File: src/sdrref_consts.svh
// constants for the refresh scheduling block
`ifndef SDRREF_CONSTS_SVH
`define SDRREF_CONSTS_SVH
`define SDRREF_CLK_PERIOD_PS 25000
`define SDRREF_PB_CYCLE_NS 90
`define SDRREF_AB_CYCLE_NS 130
`define SDRREF_PB_CYCLES \
  ((`SDRREF_PB_CYCLE_NS * 1000 + `SDRREF_CLK_PERIOD_PS - 1) / `SDRREF_CLK_PERIOD_PS)
`define SDRREF_AB_CYCLES \
  ((`SDRREF_AB_CYCLE_NS * 1000 + `SDRREF_CLK_PERIOD_PS - 1) / `SDRREF_CLK_PERIOD_PS)
`define SDRREF_NUM_BANKS 8
`define SDRREF_BANK_ZERO 3'h0
`endif

File: src/sdrref_pkg.sv
// types for the refresh scheduling block
package sdrref_pkg;
  typedef enum logic [1:0] {
    SDRREF_CMD_NONE = 2'b00,
    SDRREF_CMD_PB = 2'b01,
    SDRREF_CMD_AB = 2'b10,
    SDRREF_CMD_OTHER = 2'b11
  } sdrref_cmd_t;
  typedef enum logic [1:0] {
    SDRREF_ST_IDLE = 2'b00,
    SDRREF_ST_PB = 2'b01,
    SDRREF_ST_AB = 2'b10
  } sdrref_state_t;
endpackage

File: src/sdrref_core.sv
// refresh command decode, bank counter and bank state for the device side
`include "sdrref_consts.svh"
`timescale 1ns/1ps
`default_nettype none
module sdrref_core
  import sdrref_pkg::*;
#(
  parameter int NUM_BANKS = `SDRREF_NUM_BANKS,
  parameter int PB_CYCLES = `SDRREF_PB_CYCLES,
  parameter int AB_CYCLES = `SDRREF_AB_CYCLES
) (
  input wire logic clk_i,
  input wire logic srst_i,
  input wire logic chip_select_n_i,
  input wire logic [3:0] command_bits_i,
  input wire logic reset_cmd_i,
  input wire logic self_refresh_exit_i,
  input wire logic [NUM_BANKS-1:0] bank_active_i,
  output logic [2:0] bank_counter_o,
  output logic [NUM_BANKS-1:0] bank_blocked_o,
  output logic refresh_busy_o,
  output logic whole_array_busy_o,
  output logic refresh_done_o,
  output logic protocol_error_o
);
  logic [1:0] cs_sync;
  logic [3:0] cmd_meta;
  logic [3:0] cmd_sync;
  logic [NUM_BANKS-1:0] act_meta;
  logic [NUM_BANKS-1:0] act_sync;
  logic [1:0] rst_sync;
  logic [1:0] sre_sync;
  sdrref_cmd_t cmd;
  sdrref_state_t state;
  logic [2:0] target;
  logic tmr_load;
  logic [7:0] tmr_count;
  logic tmr_busy;
  logic tmr_done;

  function automatic sdrref_cmd_t decode(input logic cs_n, input logic [3:0] ca);
    if (cs_n) begin
      decode = SDRREF_CMD_NONE;
    end else if (ca[2:0] == 3'h4) begin
      decode = ca[3] ? SDRREF_CMD_AB : SDRREF_CMD_PB;
    end else begin
      decode = SDRREF_CMD_OTHER;
    end
  endfunction

  // pins come from the command clock's far side, so two stages first
  always_ff @(posedge clk_i) begin
    if (srst_i) begin
      cs_sync <= 2'h3;
      cmd_meta <= 4'h0;
      cmd_sync <= 4'h0;
      act_meta <= '0;
      act_sync <= '0;
      rst_sync <= 2'h0;
      sre_sync <= 2'h0;
    end else begin
      cs_sync <= {cs_sync[0], chip_select_n_i};
      cmd_meta <= command_bits_i;
      cmd_sync <= cmd_meta;
      act_meta <= bank_active_i;
      act_sync <= act_meta;
      rst_sync <= {rst_sync[0], reset_cmd_i};
      sre_sync <= {sre_sync[0], self_refresh_exit_i};
    end
  end

  assign cmd = decode(cs_sync[1], cmd_sync);
  // a new refresh is only accepted when no refresh cycle is running
  assign tmr_load = (state == SDRREF_ST_IDLE) &&
                    (cmd == SDRREF_CMD_PB || cmd == SDRREF_CMD_AB);
  assign tmr_count = (cmd == SDRREF_CMD_AB) ? 8'(AB_CYCLES) : 8'(PB_CYCLES);

  sdrref_timer #(.WIDTH(8)) u_timer (
    .clk_i(clk_i),
    .srst_i(srst_i),
    .load_i(tmr_load),
    .count_i(tmr_count),
    .busy_o(tmr_busy),
    .done_o(tmr_done)
  );

  // bank counter
  always_ff @(posedge clk_i) begin
    if (srst_i) begin
      bank_counter_o <= `SDRREF_BANK_ZERO;
    end else if (rst_sync[1] || sre_sync[1]) begin
      bank_counter_o <= `SDRREF_BANK_ZERO;
    end else if (tmr_load && cmd == SDRREF_CMD_AB) begin
      bank_counter_o <= `SDRREF_BANK_ZERO;
    end else if (tmr_load && cmd == SDRREF_CMD_PB) begin
      bank_counter_o <= bank_counter_o + 3'h1;
    end
  end

  // refresh state
  always_ff @(posedge clk_i) begin
    if (srst_i) begin
      state <= SDRREF_ST_IDLE;
      target <= 3'h0;
    end else begin
      case (state)
        SDRREF_ST_IDLE: begin
          if (tmr_load && cmd == SDRREF_CMD_PB) begin
            state <= SDRREF_ST_PB;
            target <= bank_counter_o;
          end else if (tmr_load) begin
            state <= SDRREF_ST_AB;
          end
        end
        SDRREF_ST_PB, SDRREF_ST_AB: begin
          if (!tmr_busy) begin
            state <= SDRREF_ST_IDLE;
          end
        end
        default: state <= SDRREF_ST_IDLE;
      endcase
    end
  end

  // outputs, all registered
  always_ff @(posedge clk_i) begin
    if (srst_i) begin
      bank_blocked_o <= '0;
      refresh_busy_o <= 1'b0;
      whole_array_busy_o <= 1'b0;
      refresh_done_o <= 1'b0;
    end else begin
      for (int b = 0; b < NUM_BANKS; b++) begin
        bank_blocked_o[b] <= (state == SDRREF_ST_AB && tmr_busy) ||
                             (state == SDRREF_ST_PB && tmr_busy && target == 3'(b));
      end
      refresh_busy_o <= tmr_busy;
      whole_array_busy_o <= (state == SDRREF_ST_AB) && tmr_busy;
      refresh_done_o <= tmr_done;
    end
  end

  // flags a refresh that lands on a busy device or an active bank; one on a busy
  // device is not accepted, one on an active bank still runs and is only reported
  always_ff @(posedge clk_i) begin
    if (srst_i) begin
      protocol_error_o <= 1'b0;
    end else if (cmd == SDRREF_CMD_AB) begin
      protocol_error_o <= (state != SDRREF_ST_IDLE) || (act_sync != '0);
    end else if (cmd == SDRREF_CMD_PB) begin
      protocol_error_o <= (state != SDRREF_ST_IDLE) || act_sync[bank_counter_o];
    end else begin
      protocol_error_o <= 1'b0;
    end
  end

  counter_wrap_a: assert property (@(posedge clk_i) disable iff (srst_i)
    (tmr_load && cmd == SDRREF_CMD_PB && !rst_sync[1] && !sre_sync[1] &&
     bank_counter_o == 3'h7) |=> bank_counter_o == 3'h0)
    else $error("bank counter did not wrap to zero");
  counter_step_a: assert property (@(posedge clk_i) disable iff (srst_i)
    (tmr_load && cmd == SDRREF_CMD_PB && !rst_sync[1] && !sre_sync[1]) |=>
    bank_counter_o == $past(bank_counter_o) + 3'h1)
    else $error("bank counter did not advance");
  ab_clear_a: assert property (@(posedge clk_i) disable iff (srst_i)
    (tmr_load && cmd == SDRREF_CMD_AB) |=> bank_counter_o == 3'h0)
    else $error("whole array refresh left counter nonzero");
  sync_clear_a: assert property (@(posedge clk_i) disable iff (srst_i)
    (rst_sync[1] || sre_sync[1]) |=> bank_counter_o == 3'h0)
    else $error("reset or exit did not clear counter");
  decode_ab_a: assert property (@(posedge clk_i) disable iff (srst_i)
    (!cs_sync[1] && cmd_sync == 4'hC) |-> cmd == SDRREF_CMD_AB)
    else $error("whole array refresh not decoded");
  pb_block_a: assert property (@(posedge clk_i) disable iff (srst_i)
    (tmr_load && cmd == SDRREF_CMD_PB) ##1 1 |=>
    bank_blocked_o == (NUM_BANKS'(1) << $past(bank_counter_o, 2)))
    else $error("wrong bank blocked during single bank refresh");
  pb_idle_a: assert property (@(posedge clk_i) disable iff (srst_i)
    (tmr_load && cmd == SDRREF_CMD_PB) |-> ##[1:40] state == SDRREF_ST_IDLE)
    else $error("single bank refresh did not end idle");
  ab_idle_a: assert property (@(posedge clk_i) disable iff (srst_i)
    (tmr_load && cmd == SDRREF_CMD_AB) |-> ##[1:40] state == SDRREF_ST_IDLE)
    else $error("whole array refresh did not end idle");
endmodule
`default_nettype wire

File: src/sdrref_timer.sv
// down counter that marks a refresh cycle busy
`timescale 1ns/1ps
`default_nettype none
module sdrref_timer #(
  parameter int WIDTH = 8
) (
  input wire logic clk_i,
  input wire logic srst_i,
  input wire logic load_i,
  input wire logic [WIDTH-1:0] count_i,
  output logic busy_o,
  output logic done_o
);
  logic [WIDTH-1:0] remain;
  always_ff @(posedge clk_i) begin
    if (srst_i) begin
      remain <= '0;
      done_o <= 1'b0;
    end else if (load_i) begin
      remain <= count_i;
      done_o <= 1'b0;
    end else begin
      done_o <= (remain == {{(WIDTH-1){1'b0}}, 1'b1});
      if (remain != '0) begin
        remain <= remain - {{(WIDTH-1){1'b0}}, 1'b1};
      end
    end
  end
  assign busy_o = (remain != '0);
endmodule
`default_nettype wire
File: config.mk
export PLATFORM = sky130hd
export DESIGN_NAME = sdrref_core
export DESIGN_NICKNAME = d
export VERILOG_FILES = /design/src/sdrref_pkg.sv /design/src/sdrref_core.sv /design/src/sdrref_timer.sv
export VERILOG_INCLUDE_DIRS = /design/src
export SDC_FILE = /design/constraint.sdc
export NUM_CORES = 1
export LEC_CHECK = 0
export ABC_CLOCK_PERIOD_IN_PS = 3000
export CORE_MARGIN = 3
export CORE_UTILIZATION = 50
export CTS_BUF_LIST = sky130_fd_sc_hd__clkbuf_8
export CTS_CLUSTER_DIAMETER = 50
export CTS_CLUSTER_SIZE = 10
export DETAILED_ROUTE_END_ITERATION = 10
export DONT_BUFFER_PORTS = 1
export GPL_ROUTABILITY_DRIVEN = 0
export PLACE_DENSITY = 0.66
export SLEW_MARGIN = 20
export SYNTH_ARGS = -nofsm -noshare
export SYNTH_HDL_FRONTEND = slang
export SYNTH_HIERARCHICAL = 1
export SYNTH_SLANG_ARGS = --single-unit
File: constraint.sdc
create_clock -name clk_i -period 3 [get_ports clk_i]
set_input_delay 0.15 -clock clk_i [delete_from_list [all_inputs] [get_ports clk_i]]
set_output_delay 0.15 -clock clk_i [all_outputs]
set_load 0.01 [all_outputs]
# Yosys cells after proc, flatten, opt, wreduce, memory -nomap -nowiden
# Index checks and enable logic that the tools add are counted.
# totals
input_bits,17
reg_bits,59
word_cells,85
out_inout_bits,15
# op_classes
magnitude_cmp,1
n_eq_ne,15
reduce_logical,36
addsub,2
n_mux,14
# op_table
cell,n
$mux W8,2
$reduce_bool A8 Y1,2
$eq A3 B3 Y1 const B,5
$mux W2,7
$logic_and A1 B1 Y1,13
$logic_or A1 B1 Y1,12
$eq A8 B1 Y1 const B,1
$sub A8 B1 Y8 const B,1
$eq A3 B2 Y1 const B,2
$eq A2 B1 Y1 const B,2
$eq A2 B2 Y1 const B,2
$lt A3 B4 Y1 const B,1
$pmux W2 S2,1
$reduce_and A2 Y1,2
$reduce_bool A2 Y1,2
$reduce_or A2 Y1,2
$add A3 B1 Y3 const B,1
$bmux W1 S3,1
$eq A3 B1 Y1 const B,1
$logic_not A3 Y1,1
$mux W1,3
$ne A3 B2 Y1 const B,1
$reduce_or A3 Y1,1
$logic_not A2 Y1,1
$ne A2 B2 Y1 const B,1

# Depth between registers and ports, before layout
# Gate-level depths: netlist (run 1).
# depth
ltp_word,9
ltp_mapped,8
depth_no_buf,7

# By module
# Netlist (run 1), hierarchy kept.
# modules_own_cells
module,n_inst,seq_area_each_um2,cells_each,area_each_um2
sdrref_core,1,1001.0,160,1696.6
sdrref_timer,1,180.2,58,511.7

# Least setup slack after synthesis (run 1)
# No wires, ideal clock.
# synth_path
path_kind,flip-flop to flip-flop
startpoint,register u_timer.remain[3]
endpoint,register bank_blocked_o[0]
n_path_buf,0
arrival_time_ps,1877
setup_time_ps,129
required_time_ps,2871
synth_period_minus_slack_ps,2006
setup_slack_ps,994
stages_incl_launch_ff,7
cell_sequence,dfxtp_1 or4_4 nor4b_4 inv_1 nor2b_1 nand2_1 o21ai_0
# synth_via
elab_chain_len,4
word_cells_on_any_way,5
classes_between,reduce/logical: 5
# synth_lines
item,line,text
"start, declared",sdrref_timer.sv:14,logic [WIDTH-1:0] remain;
"start signal, assigned",sdrref_timer.sv:20,remain <= count_i;
"start signal, assigned",sdrref_timer.sv:25,"remain <= remain - {{(WIDTH-1){1'b0}}, 1'b1};"
$reduce_bool A8 Y1 *,sdrref_timer.sv:29,assign busy_o = (remain != '0);
named net tmr_busy,sdrref_core.sv:38,logic tmr_busy;
$logic_and A1 B1 Y1 (2 in series),sdrref_core.sv:135,(state == SDRREF_ST_PB && tmr_busy && target == 3'(b));
$logic_or A1 B1 Y1 *,sdrref_core.sv:134,bank_blocked_o[b] <= (state == SDRREF_ST_AB && tmr_busy) ||
"end signal, assigned by index",sdrref_core.sv:134,
"end, declared",sdrref_core.sv:20,"output logic [NUM_BANKS-1:0] bank_blocked_o,"
# Mark *: on every way through the listed nets, which the timed path passes. The rest lies on a longest branch.
# A chain may end at the register's enable or synchronous reset.

# Worst setup path in the final report (run 1)
# layout_path
startpoint,register u_timer.remain[3]
endpoint,register bank_blocked_o[7]
# The elaborated chain is that of the path after synthesis.

==> results of run 1 <==
Yosys cell counts:
cell      instances  area share, %
or3_2             2           0.68
a311oi_1          1           0.40
a32oi_1           1           0.40
nand2b_1          1           0.28
or2_2             3           0.85
mux4_1            2            2.4
a211oi_1          1           0.34
o31a_2            1           0.45
nand3_1           6            1.4
dfxtp_1          59             53
xor2_1            3            1.2
or3_1             1           0.28
a21o_1            1           0.34
nor3_1            3           0.68
nand3b_1          2           0.68
nor3b_1           2           0.68
a22o_1            2           0.79
nor4b_4           1            1.1
and3_1            1           0.28
buf_2             1           0.23
inv_1            12            2.0
o22ai_1           1           0.28
conb_1            2           0.34
nor4_1            3           0.85
nand2_1          17            2.9
clkbuf_1          7            1.2
o32ai_1           2           0.79
or4_4             1           0.51
nor2b_1          32            9.1
ha_1              9            5.1
a41o_1            1           0.45
xnor2_1           5            2.0
mux2i_1           3            1.4
nor2_1           11            1.9
o21ai_0           8            1.8
a21oi_1           8            1.8
o41ai_1           2           0.79
metrics by stage:
stage | util, % | hold WS (ns) | instances | worst slack (ns)
2_1_floorplan | - | 0.2331 | 223 | 0.9941
5_1_grt | 62.98 | 0.03657 | 296 | 0.5166
3_3_place_gp | 54.50 | 0.2237 | 265 | 0.8300
3_5_place_dp | 54.50 | 0.2265 | 265 | 0.7115
6_report | 62.98 | 0.03232 | 296 | 0.6937
4_1_cts | 62.98 | 0.008831 | 296 | 0.7073
report_power, final:
part           internal [mW]  switching, mW  total [mW]
Clock                  0.372          0.280       0.652
Sequential             0.868         0.0704       0.938
Combinational          0.226          0.217       0.443
Total                   1.47          0.568        2.03
sequential cells by signal, indices dropped and copies added (netlist names):
name and cells:
act_meta 8, act_sync 8, bank_blocked_o 8, bank_counter_o 3, cmd_meta 4, cmd_sync 4, cs_sync 2, protocol_error_o 1
refresh_busy_o 1, refresh_done_o 1, rst_sync 2, sre_sync 2, state 2, target 3, u_timer/done_o 1, u_timer/remain 8
whole_array_busy_o 1
worst register-to-register path, cell delays in order, from the launching register on:
cell     delay (ns)
dfxtp_1        0.34
or4_4          0.59
nor4b_4        0.52
inv_1          0.21
nor2b_1        0.19
nand2_1        0.21
o21ai_0        0.13
logic make-up after synthesis:
logic type | after synthesis
and+or+nand+nor | 86
DFF | 59
AOI/OAI and AO/OA | 29
buffers and inverters | 20
adders and majority gates | 9
xor gates and xnor gates | 8
muxes | 5
other | 2
layout make-up:
class / count / share of cell area [%]
flip-flops and latches: 59 / 45.25
multi-input cells: 144 / 37.15
repair buffers: 16 / 6.520
well taps: 50 / 2.397
clock inverters: 6 / 2.205
clock buffers: 9 / 4.746
inverters: 12 / 1.726
worst min-delay path by stage:
stage,start,to,slack (ns),depth (start not counted)
2_1_floorplan,srst_i,refresh_busy_o,0.23,1
3_5_place_dp,srst_i,u_timer/remain[2],0.23,1
3_3_place_gp,srst_i,u_timer/remain[2],0.22,1
6_report,srst_i,bank_blocked_o[6],0.03,3
5_1_grt,srst_i,bank_blocked_o[0],0.04,2
4_1_cts,srst_i,bank_blocked_o[6],0.009,3
metal layers:
layer,vias up,wire [µm]
met5,-,0
met4,0,95
met3,9,206
met2,36,1854
met1,727,1607
li1,772,-
layout by cell type, fill, tap and decap left out, types with 2 or more instances in the layout:
master | netlist | routed
a21oi_1 | 8 | 8
a22o_1 | 2 | 2
clkbuf_8 | 0 | 9
clkinv_2 | 0 | 4
conb_1 | 2 | 7
dfxtp_1 | 59 | 59
dlygate4sd3_1 | 0 | 15
ha_1 | 9 | 9
inv_1 | 12 | 12
mux2i_1 | 3 | 3
mux4_1 | 2 | 2
nand2_1 | 17 | 17
nand3_1 | 6 | 6
nand3b_1 | 2 | 2
nor2_1 | 11 | 11
nor2b_1 | 32 | 32
nor3_1 | 3 | 3
nor3b_1 | 2 | 2
nor4_1 | 3 | 3
o21ai_0 | 8 | 8
o32ai_1 | 2 | 2
o41ai_1 | 2 | 2
or2_2 | 3 | 3
or3_2 | 2 | 2
xnor2_1 | 5 | 5
xor2_1 | 3 | 3
what timing repair did:
action	in CTS	in global routing
hold buffers	16	0
hold endpoints to repair	43	0
gates resized for setup	0	0
==> impl_summary.txt, run 1 <==
----------------------------------------------------
[Critical path]
  Required time of the critical path ... ~3.2 ns
  Max stage delay on crit path ... a little under 0.6 ns
  Cell depth of the worst setup path ... 6
  Arrival time reported for the critical path endpoint ... approximately 2.5 ns
  Worst setup startpoint ... u_timer/remain[3]
  Crit Path Max Fanout ... 9
  Critical-path cell with the highest stage delay ... or4_4
  CP endpoint ... bank_blocked_o[7]
  Worst R2R Start ... u_timer/remain[3]
  Critical Path Sink Type ... flip-flop
  Critical-path cell list ... or4_4 > nor4b_4 > inv_1 > nor2b_1 > nand2_1 > o21ai_0
  Depth of the most critical reg-to-reg path ... 6
  Number of buffers and inverters on the critical path ... 1
  Cell class contributing the biggest share of worst-path delay ... simple AND/OR/NAND/NOR gates
  WS Path Type ... reg -> reg
  Startpoint Class ... flip-flop
  R2R setup slack ... around 0.69 ns
  Destination of the worst register-to-register timing path ... bank_blocked_o[7]

[Global route]
  Gr busiest metal ... met2
  First-pass GRT wire length ... ~6400 µm
  Global-route met1 utilization ... 18.13%
  Antenna violations before repair ... 0
  Number of global-route vias before repair ... 1497
  GRT Resource Usage Total ... between 15 and 20%
  Largest net degree at the start of global routing ... 44
  Met3 Usage GRT ... under 10%
  Met2 Resource Use GR ... roughly a quarter
  Global-route congestion overflow total ... 0

[Die]
  Starting density of the core ... around 53%
  Die width ... about 72 µm
  Site row count ... 23
  Number of top-level design ports ... 32
  Total Die Area ... 5250 µm²
  Die Height ... between 70 and 80 µm
  Area inside the core boundary ... roughly 4100 µm²

[Placed design]
  Count of buffers from port buffering ... 0
  Placed standard-cell area ... around 2300 µm²
  Detailed-placement wirelength estimate ... ~2400 µm

[CTS]
  Clock transition at the registers of the reported paths ... 0.06 ns
  Skew-Pair Late Insertion Delay ... 0.32 ns
  Post-CTS Repair Setup Buffers ... 0
  Clock root buffer ... clkbuf_8
  Clock tree buffer depth ... 2
  Total clock sinks ... around 60
  Clock tree from TritonCTS ... built
  Cts bufs inserted ... 9
  H-tree lvl count ... 3

[Timing]
  Final worst path period share ... 76.88%
  Fin. Hold Viols ... 0
  Relative max-transition margin ... 53.67%
  Setup total negative slack ... 0 ns
  Final Slew Violations ... 0
  Total of endpoints with negative setup slack in the final report ... 0
  Max Freq ... about 430 MHz
  Unrepaired setup endpoints after global routing ... no
  Period minus WS final ... 2.306 ns
  Layout Skew ... approximately 0.0044 ns
  Slew @ Worst Pin ... between 0.6 and 0.7 ns

[Synth]
  Portion of netlist area occupied by mux cells ... ~3.7%
  Post-Syn Area ... 2208 µm²
  Synth Instances ... between 200 and 250
  Number of warnings reported in the yosys synthesis log ... 6
  Mean instance size in the synthesized netlist ... roughly 10 µm²
  Simple-gate share of the synthesized area ... 22.04%
  XOR/XNOR Fraction of Synth Area ... about 3.2%
  Share of synthesized cell area in full adder, half adder and majority cells ... 5.099%
  Share of synthesized area occupied by flip-flops and latches ... 53.48%
  Total of flip-flops plus latches after synthesis ... 59
  Synth cell types ... 37
  Fraction of the mapped netlist area in compound gates ... under 10%
  Dominant combinational cell family by area after synthesis ... simple AND/OR/NAND/NOR gates

[Layout]
  Fill count ... 350
  Non-Filler Cell Area, Final ... 2610 µm²
  Area taken by flip-flops and latches ... between 1000 and 1500 µm²
  Fraction of layout instances using a drive strength above 1 ... 9.756%
  Total number of nets in the final design ... roughly 270
  Footprint of the multi-input gates ... between 900 and 1000 µm²
  Signed area change from the synthesized netlist to the final layout ... 18.19%
  Number of inserted diodes ... 0

[Route]
  Post-Route WL ... ~3800 µm
  Initial detailed-routing violation count ... between 70 and 80
  Number of DRC violations after detailed routing ... 0
  Pre-Repair DR Iteration Count ... 4
  Per-cell routed wire length ... ~13 µm
  Via count of the routed design ... 1544
  Via-per-instance ratio ... around 5.2
  Antenna-violating nets left ... 0

[Min path]
  Hold Path Class ... in -> reg

[Flow run]
  # Max-Cap Violations ... 0

[Power]
  Leakage power of the design ... 1.046 nW
  Max rail drop VDD ... around 0.47 mV
  Power density cells ... 779.2 nW/µm²
  Total power consumption of the routed design ... about 2 mW

[Run status]
  Status ... completed

----------------------------------------------------
Power figures use the tool's default switching activity.
==> run 2: changes to the inputs <==
- ABC_AREA: unset -> 1
- ABC_CLOCK_PERIOD_IN_PS: 3000 -> 2300
- clock period: 3 -> 2.3 ns (I/O delays scaled with it)
==> run 2 against run 1 <==
  * Sequential share of layout area shrank 2.3 points
  * Register-to-register slack worse by 0.17 ns
  * Critical endpoint is now u_timer/remain[1]
  * Sequential cell count unchanged
  * Largest cell class unchanged
  * Hold slack lost 0.0054 ns
  * Synthesized area increased by 5.2%
==> impl_summary.txt, run 2 <==
----------------------------------------------------
[Run status]
  Status ... completed (unchanged)

[Timing]
  Setup total negative slack ... 0 ns (unchanged)
  Period minus WS final ... 1.778 ns (was 2.306 ns)
  Fin. Hold Viols ... 0 (unchanged)
  Final-layout worst hold slack ... 0.02690 ns (was 0.03232 ns)
  Layout Skew ... 0.006543 ns (was 0.004439 ns)
  Worst setup slack after layout ... 0.5221 ns (was 0.6937 ns)
  Unrepaired setup endpoints after global routing ... no (unchanged)
  Final worst path period share ... 77.30% (was 76.88%)
  Max Freq ... 562.5 MHz (was 433.6 MHz)
  Final Slew Violations ... 0 (unchanged)
  Total of endpoints with negative setup slack in the final report ... 0 (unchanged)

[Route]
  Via-per-instance ratio ... 4.573 (was 5.216)
  Post-Route WL ... 4012 µm (was 3764 µm)
  Number of DRC violations after detailed routing ... 0 (unchanged)
  Antenna-violating nets left ... 0 (unchanged)
  Routed met1 length ... 1826 µm (was 1607 µm)
  Per-cell routed wire length ... 10.31 µm (was 12.72 µm)
  Uppermost metal layer occupied by signal nets ... met4 (unchanged)
  Initial detailed-routing violation count ... 124 (was 79)
  Routed length on met2 ... 1869 µm (was 1854 µm)
  Via count of the routed design ... 1779 (was 1544)
  Met3 WL ... 232 µm (was 206 µm)
  Pre-Repair DR Iteration Count ... 4 (unchanged)

[Synth]
  Mean instance size in the synthesized netlist ... 7.593 µm² (was 10.13 µm²)
  Fraction of synthesis flops using an asynchronous set or reset pin ... 0% (unchanged)
  Share of synthesized area occupied by flip-flops and latches ... 50.83% (was 53.48%)
  Area leader, netlist ... dfxtp_1 (unchanged)
  Post-Syn Area ... 2323 µm² (was 2208 µm²)
  Main synth FF type ... dfxtp_1 (unchanged)
  Synth cell types ... 25 (was 37)
  Most repeated cell in the gate-level netlist after synthesis ... inv_1 (was dfxtp_1)
  Synth Instances ... 306 (was 218)
  Proportion of netlist area held by the largest area contributor ... 50.83% (was 53.48%)
  Number of flops mapped to enable cells by yosys ... 0 (unchanged)
  Top cells by instance count after synthesis ... inv_1, dfxtp_1, nor2_1 (was dfxtp_1, nor2b_1, nand2_1)
  Number of warnings reported in the yosys synthesis log ... 6 (unchanged)
  Total of flip-flops plus latches after synthesis ... 59 (unchanged)
  Synth top area cells ... dfxtp_1, inv_1, nor2_1, nand2_1, ha_1 (was dfxtp_1, nor2b_1, ha_1, nand2_1, mux4_1)

[Layout]
  Total number of nets in the final design ... 359 (was 268)
  Fraction of layout instances using a drive strength above 1 ... 8.605% (was 9.756%)
  Commonest non-fill, non-tap cells in the layout ... inv_1, dfxtp_1, nor2_1, nand2_1, o21ai_0 (was dfxtp_1, nor2b_1, nand2_1, dlygate4sd3_1, inv_1)
  Signed area change from the synthesized netlist to the final layout ... 18.47% (was 18.19%)
  Final core utilization ... 62.36% (was 62.98%)
  Most frequent standard cell in the layout excluding fill and tap cells ... inv_1 (was dfxtp_1)
  Number of inserted diodes ... 0 (unchanged)

[Die]
  Starting density of the core ... 52.64% (was 53.29%)
  Number of top-level design ports ... 32 (unchanged)
  Die Height ... 74.17 µm (was 72.46 µm)
  Site row count ... 24 (was 23)
  Area inside the core boundary ... 4414 µm² (was 4144 µm²)
  Total Die Area ... 5501 µm² (was 5250 µm²)
  Die width ... 74.17 µm (was 72.46 µm)

[CTS]
  Total clock sinks ... 59 (unchanged)
  CTS resizes ... 0 (unchanged)
  Clock tree from TritonCTS ... built (unchanged)
  Cts bufs inserted ... 9 (unchanged)
  # hold bufs at CTS ... 16 (unchanged)
  Skew-Pair Late Insertion Delay ... 0.33 ns (was 0.32 ns)
  Post-CTS Repair Setup Buffers ... 0 (unchanged)
  Clock transition at the registers of the reported paths ... 0.06 ns (about the same)
  Clock tree buffer depth ... 2 (unchanged)
  Clock root buffer ... clkbuf_8 (unchanged)
  H-tree lvl count ... 3 (unchanged)

[Power]
  Max rail drop VDD ... 0.5566 mV (was 0.4698 mV)
  Logic pwr share ... 25.6% (was 21.8%)
  Leakage power of the design ... 1.319 nW (was 1.046 nW)
  Power density cells ... 1050 nW/µm² (was 779.2 nW/µm²)
  Sequential cell fraction of total power ... 43.0% (was 46.1%)
  Internal Pwr Total ... 1.969 mW (was 1.466 mW)
  Power share of the clock group ... 31.4% (was 32.1%)
  Net switching component of the power ... 922.4 µW (was 567.6 µW)
  Total power consumption of the routed design ... 2.891 mW (was 2.034 mW)
  Switching Share ... 31.90% (was 27.91%)

[Critical path]
  Crit Path Max Fanout ... 11 (was 9)
  Startpoint Class ... flip-flop (unchanged)
  Arrival time reported for the critical path endpoint ... 2.00 ns (was 2.50 ns)
  Depth of the most critical reg-to-reg path ... 10 (was 6)
  WS Path Type ... reg -> reg (unchanged)
  Required time of the critical path ... 2.52 ns (was 3.19 ns)
  Critical Path Sink Type ... flip-flop (unchanged)

[Min path]
  Cell depth of the worst hold path ... 3 (unchanged)
  Hold Path Class ... in -> reg (unchanged)

[Placed design]
  Count of buffers from port buffering ... 0 (unchanged)
  Post-placement setup slack ... 0.5285 ns (was 0.7115 ns)
  Detailed-placement wirelength estimate ... 2704 µm (was 2443 µm)

[Global route]
  Number of global-route vias before repair ... 1590 (was 1497)
  GRT Resource Usage Total ... 16.34% (was 16.28%)
  Largest net degree at the start of global routing ... 45 (was 44)
  Global-route congestion overflow total ... 0 (unchanged)
  Antenna violations before repair ... 0 (unchanged)
  First-pass GRT wire length ... 6658 µm (was 6430 µm)

[Flow run]
  # Max-Cap Violations ... 0 (unchanged)

----------------------------------------------------
==> run 2: cell count changes after synthesis, moves of 6 or more <==
cell	before	now
o21ai_0	8	16
nand2_1	17	45
inv_1	12	66
nor2_1	11	46
nor2b_1	32	0
nand3_1	6	15
clkbuf_1	7	1
==> run 2: final timing paths <==
path	startpoint	endpoint	slack, ns
min reg2reg	act_meta[0]	act_sync[0]	0.39
max	cmd_sync[1]	u_timer/remain[1]	0.52
max reg2reg	cmd_sync[1]	u_timer/remain[1]	0.52
min	srst_i	target[2]	0.03
==> run 2: area by class of cell <==
cell class | instances | area [µm²]
clock buffers | 11 | 151.4
clock inverters | 4 | 42.54
fillers | 386 | 1662
inverters | 69 | 259.0
multi-input cells | 177 | 875.8
flip-flops and latches | 59 | 1181
well taps | 52 | 65.06
repair buffers | 17 | 177.7
==> run 2: kinds of logic (layout without fill, tap and decap cells) <==
| family | Yosys count | in the layout | share of synthesized area (%) |
|---|---|---|---|
| AO/OA/AOI/OAI | 38 | 38 | 8.670 |
| XOR/XNOR | 1 | 1 | 0.3770 |
| adder cells (fa/ha/maj) | 9 | 9 | 4.847 |
| buffers and inverters | 75 | 101 | 12.28 |
| flip-flops | 59 | 59 | 50.83 |
| other | 2 | 7 | 0.3232 |
| AND/OR/NAND/NOR | 122 | 122 | 22.67 |
==> run 2: worst max-delay path, stage by stage, from the launching register on <==
cell and delay [ns]:
dfxtp_1 0.29, nor2_1 0.09, nand2_1 0.06, o21ai_0 0.21
inv_1 0.08, ha_1 0.32, nor2_1 0.14, buf_4 0.20
o21ai_0 0.10, o21ai_1 0.13, a21oi_1 0.05
==> run 2: power by group through the flow <==
stage	Combinational [mW]	Clock, mW	Sequential (mW)
floorplan	0.595	0	1.25
global placement	0.692	0	1.27
detailed placement	0.701	0	1.27
CTS	0.743	0.931	1.25
global route	0.860	0.983	1.26
finish	0.739	0.908	1.24
==> run 2: through the flow <==
stage	area, µm²	std cells
floorplan	2342	311
global placement	2389	358
detailed placement	2389	358
CTS	2753	389
global route	2753	389
finish	2753	389
==> run 2: metal layers <==
metal	global-route usage, %	vias up
li1	-	972
met1	18.93	758
met4	7.243	0
met3	7.297	10
met5	0	-
met2	26.08	39
==> run 3: changes to the inputs <==
- ABC_CLOCK_PERIOD_IN_PS: 2300 -> 1780
- clock period: 2.3 -> 1.78 ns (I/O delays scaled with it)
==> run 3 against run 2 <==
  * Hold slack better by 0.016 ns
  * Clock-buffer cell count down 1
  * Setup slack lost 0.35 ns
  * Core utilization rose by 1.8 points
  * Clock power is 34% higher
  * Design area is 2.9% higher
  * Combinational power rose by 39%
  * Critical path depth unchanged
  * Total power increased by 33%
  * Global-route usage grew 0.84 points
  * Wire length grew 3.8%
  * Register-to-register slack got worse by 0.35 ns
==> impl_summary.txt, run 3 (same netlist as run 2, synthesis figures left out) <==
----------------------------------------------------
[Route]
  Per-cell routed wire length ... 10.57 µm (was 10.31 µm)
  Via-per-instance ratio ... 4.607 (was 4.573)
  Via count of the routed design ... 1815 (was 1779)
  Initial detailed-routing violation count ... 56 (was 124)
  Antenna-violating nets left ... 0 (unchanged)
  Pre-Repair DR Iteration Count ... 4 (unchanged)
  Number of DRC violations after detailed routing ... 0 (unchanged)
  Post-Route WL ... 4165 µm (was 4012 µm)

[Power]
  Power density cells ... 1360 nW/µm² (was 1050 nW/µm²)
  Total power consumption of the routed design ... 3.850 mW (was 2.891 mW)
  Leakage power of the design ... 1.338 nW (was 1.319 nW)
  Max rail drop VDD ... 0.8292 mV (was 0.5566 mV)

[Critical path]
  Max stage delay on crit path ... 0.30 ns (was 0.32 ns)
  WS Path Type ... reg -> reg (unchanged)
  Number of buffers and inverters on the critical path ... 2 (unchanged)
  Worst R2R Start ... cmd_sync[1] (unchanged)
  Critical-path cell list ... nor2_1 > nand2_1 > o21ai_2 > inv_1 > ha_4 > nor2_4 > buf_2 > nor2_4 > nand3_1 > a21oi_1 (was nor2_1 > nand2_1 > o21ai_0 > inv_1 > ha_1 > nor2_1 > buf_4 > o21ai_0 > o21ai_1 > a21oi_1)
  Critical-path cell with the highest stage delay ... dfxtp_1 (was ha_1)
  Cell class contributing the biggest share of worst-path delay ... simple AND/OR/NAND/NOR gates (was compound AO/OA/AOI/OAI gates)
  R2R setup slack ... 0.17 ns (was 0.52 ns)
  Worst setup startpoint ... cmd_sync[1] (unchanged)
  Startpoint Class ... flip-flop (unchanged)
  Crit Path Max Fanout ... 5 (was 11)
  Arrival time reported for the critical path endpoint ... 1.89 ns (was 2.00 ns)
  Critical Path Sink Type ... flip-flop (unchanged)
  Most Frequent Cell on Critical Path ... nor2_4
  Required time of the critical path ... 2.05 ns (was 2.52 ns)

[Die]
  Area inside the core boundary ... 4414 µm² (unchanged)
  Starting density of the core ... 52.64% (unchanged)
  Total Die Area ... 5501 µm² (unchanged)
  Site row count ... 24 (unchanged)
  Die width ... 74.17 µm (unchanged)
  Die Height ... 74.17 µm (unchanged)
  Number of top-level design ports ... 32 (unchanged)

[Run status]
  Status ... completed (unchanged)

[Timing]
  Unrepaired setup endpoints after global routing ... yes (was no)
  Layout Skew ... 0.005679 ns (was 0.006543 ns)
  Final Slew Violations ... 0 (unchanged)
  Total of endpoints with negative setup slack in the final report ... 0 (unchanged)
  Period minus WS final ... 1.612 ns (was 1.778 ns)
  Max Freq ... 620.3 MHz (was 562.5 MHz)
  Final worst path period share ... 90.56% (was 77.30%)
  Setup total negative slack ... 0 ns (unchanged)
  Fin. Hold Viols ... 0 (unchanged)

[Min path]
  Hold Path Class ... in -> reg (unchanged)
  Min-delay src ... srst_i (unchanged)

[Layout]
  Fill count ... 382 (was 386)
  Footprint of the multi-input gates ... 915.9 µm² (was 875.8 µm²)
  Final core utilization ... 64.14% (was 62.36%)
  Area taken by flip-flops and latches ... 1181 µm² (unchanged)
  Fraction of layout instances using a drive strength above 1 ... 12.57% (was 8.605%)
  Number of inserted diodes ... 0 (unchanged)
  Commonest non-fill, non-tap cells in the layout ... inv_1, dfxtp_1, nor2_1, nand2_1, dlygate4sd3_1 (was inv_1, dfxtp_1, nor2_1, nand2_1, o21ai_0)
  Non-Filler Cell Area, Final ... 2831 µm² (was 2753 µm²)
  Total number of nets in the final design ... 363 (was 359)
  Most frequent standard cell in the layout excluding fill and tap cells ... inv_1 (unchanged)
  Signed area change from the synthesized netlist to the final layout ... 21.86% (was 18.47%)

[CTS]
  Clock transition at the registers of the reported paths ... 0.07 ns (was 0.06 ns)
  Clock tree from TritonCTS ... built (unchanged)
  Skew-Pair Late Insertion Delay ... 0.34 ns (was 0.33 ns)
  Clock root buffer ... clkbuf_8 (unchanged)
  Clock tree buffer depth ... 2 (unchanged)
  Cts bufs inserted ... 9 (unchanged)
  H-tree lvl count ... 3 (unchanged)
  Total clock sinks ... 59 (unchanged)

[Global route]
  GRT Resource Usage Total ... 17.18% (was 16.34%)
  Global-route congestion overflow total ... 0 (unchanged)
  Largest net degree at the start of global routing ... 46 (was 45)
  Number of global-route vias before repair ... 1645 (was 1590)
  First-pass GRT wire length ... 6879 µm (was 6658 µm)
  Antenna violations before repair ... 0 (unchanged)

[Placed design]
  Detailed-placement wirelength estimate ... 2763 µm (was 2704 µm)
  Count of buffers from port buffering ... 0 (unchanged)
  Placed standard-cell area ... 2404 µm² (was 2389 µm²)

[Flow run]
  # Max-Cap Violations ... 0 (unchanged)

----------------------------------------------------
[run 3: what timing repair did]
action                                 4_1_cts  5_1_grt
buffers inserted                             1        0
hold buffers                                16        0
gates resized for setup                      1       11
pin swaps                                    0        2
endpoints found under the hold margin       53        0
setup endpoints to repair                    5       14
gates cloned                                 0        1
[run 3: worst paths after layout]
path,end,depth (start not counted)
max,u_timer/remain[5],10
min,u_timer/remain[3],2
max reg2reg,u_timer/remain[5],10
min reg2reg,act_sync[5],2
[run 3: layout make-up]
cell class              count  share of cell area (%)
inverters                  69                   9.147
flip-flops and latches     59                   41.71
well taps                  52                   2.298
clock inverters             6                   2.254
multi-input cells         177                   32.35
repair buffers             21                   7.380
clock buffers              10                   4.861
[run 3: through the flow]
stage	instances	setup WS (ns)	hold slack [ns]
2_1_floorplan	311	0.05794	0.1928
3_3_place_gp	360	0.02039	0.1648
3_5_place_dp	360	-0.04003	0.1649
4_1_cts	393	0.01139	0.03449
5_1_grt	394	-0.02219	0.04435
6_report	394	0.1680	0.04251
[run 3: report_power, final]
group | internal [mW] | switching, mW | total, mW
clock | 0.683 | 0.537 | 1.22
sequential | 1.49 | 0.116 | 1.60
combinational | 0.386 | 0.640 | 1.03
total | 2.56 | 1.29 | 3.85
[run 3: per-layer routing]
layer | vias to the layer above | global-route usage (%) | part of all wire (%)
met5 | - | 0 | 0
met4 | 0 | 8.451 | 1.9
met3 | 7 | 8.108 | 4.3
met2 | 33 | 27.85 | 49
met1 | 796 | 18.91 | 45
li1 | 979 | - | -
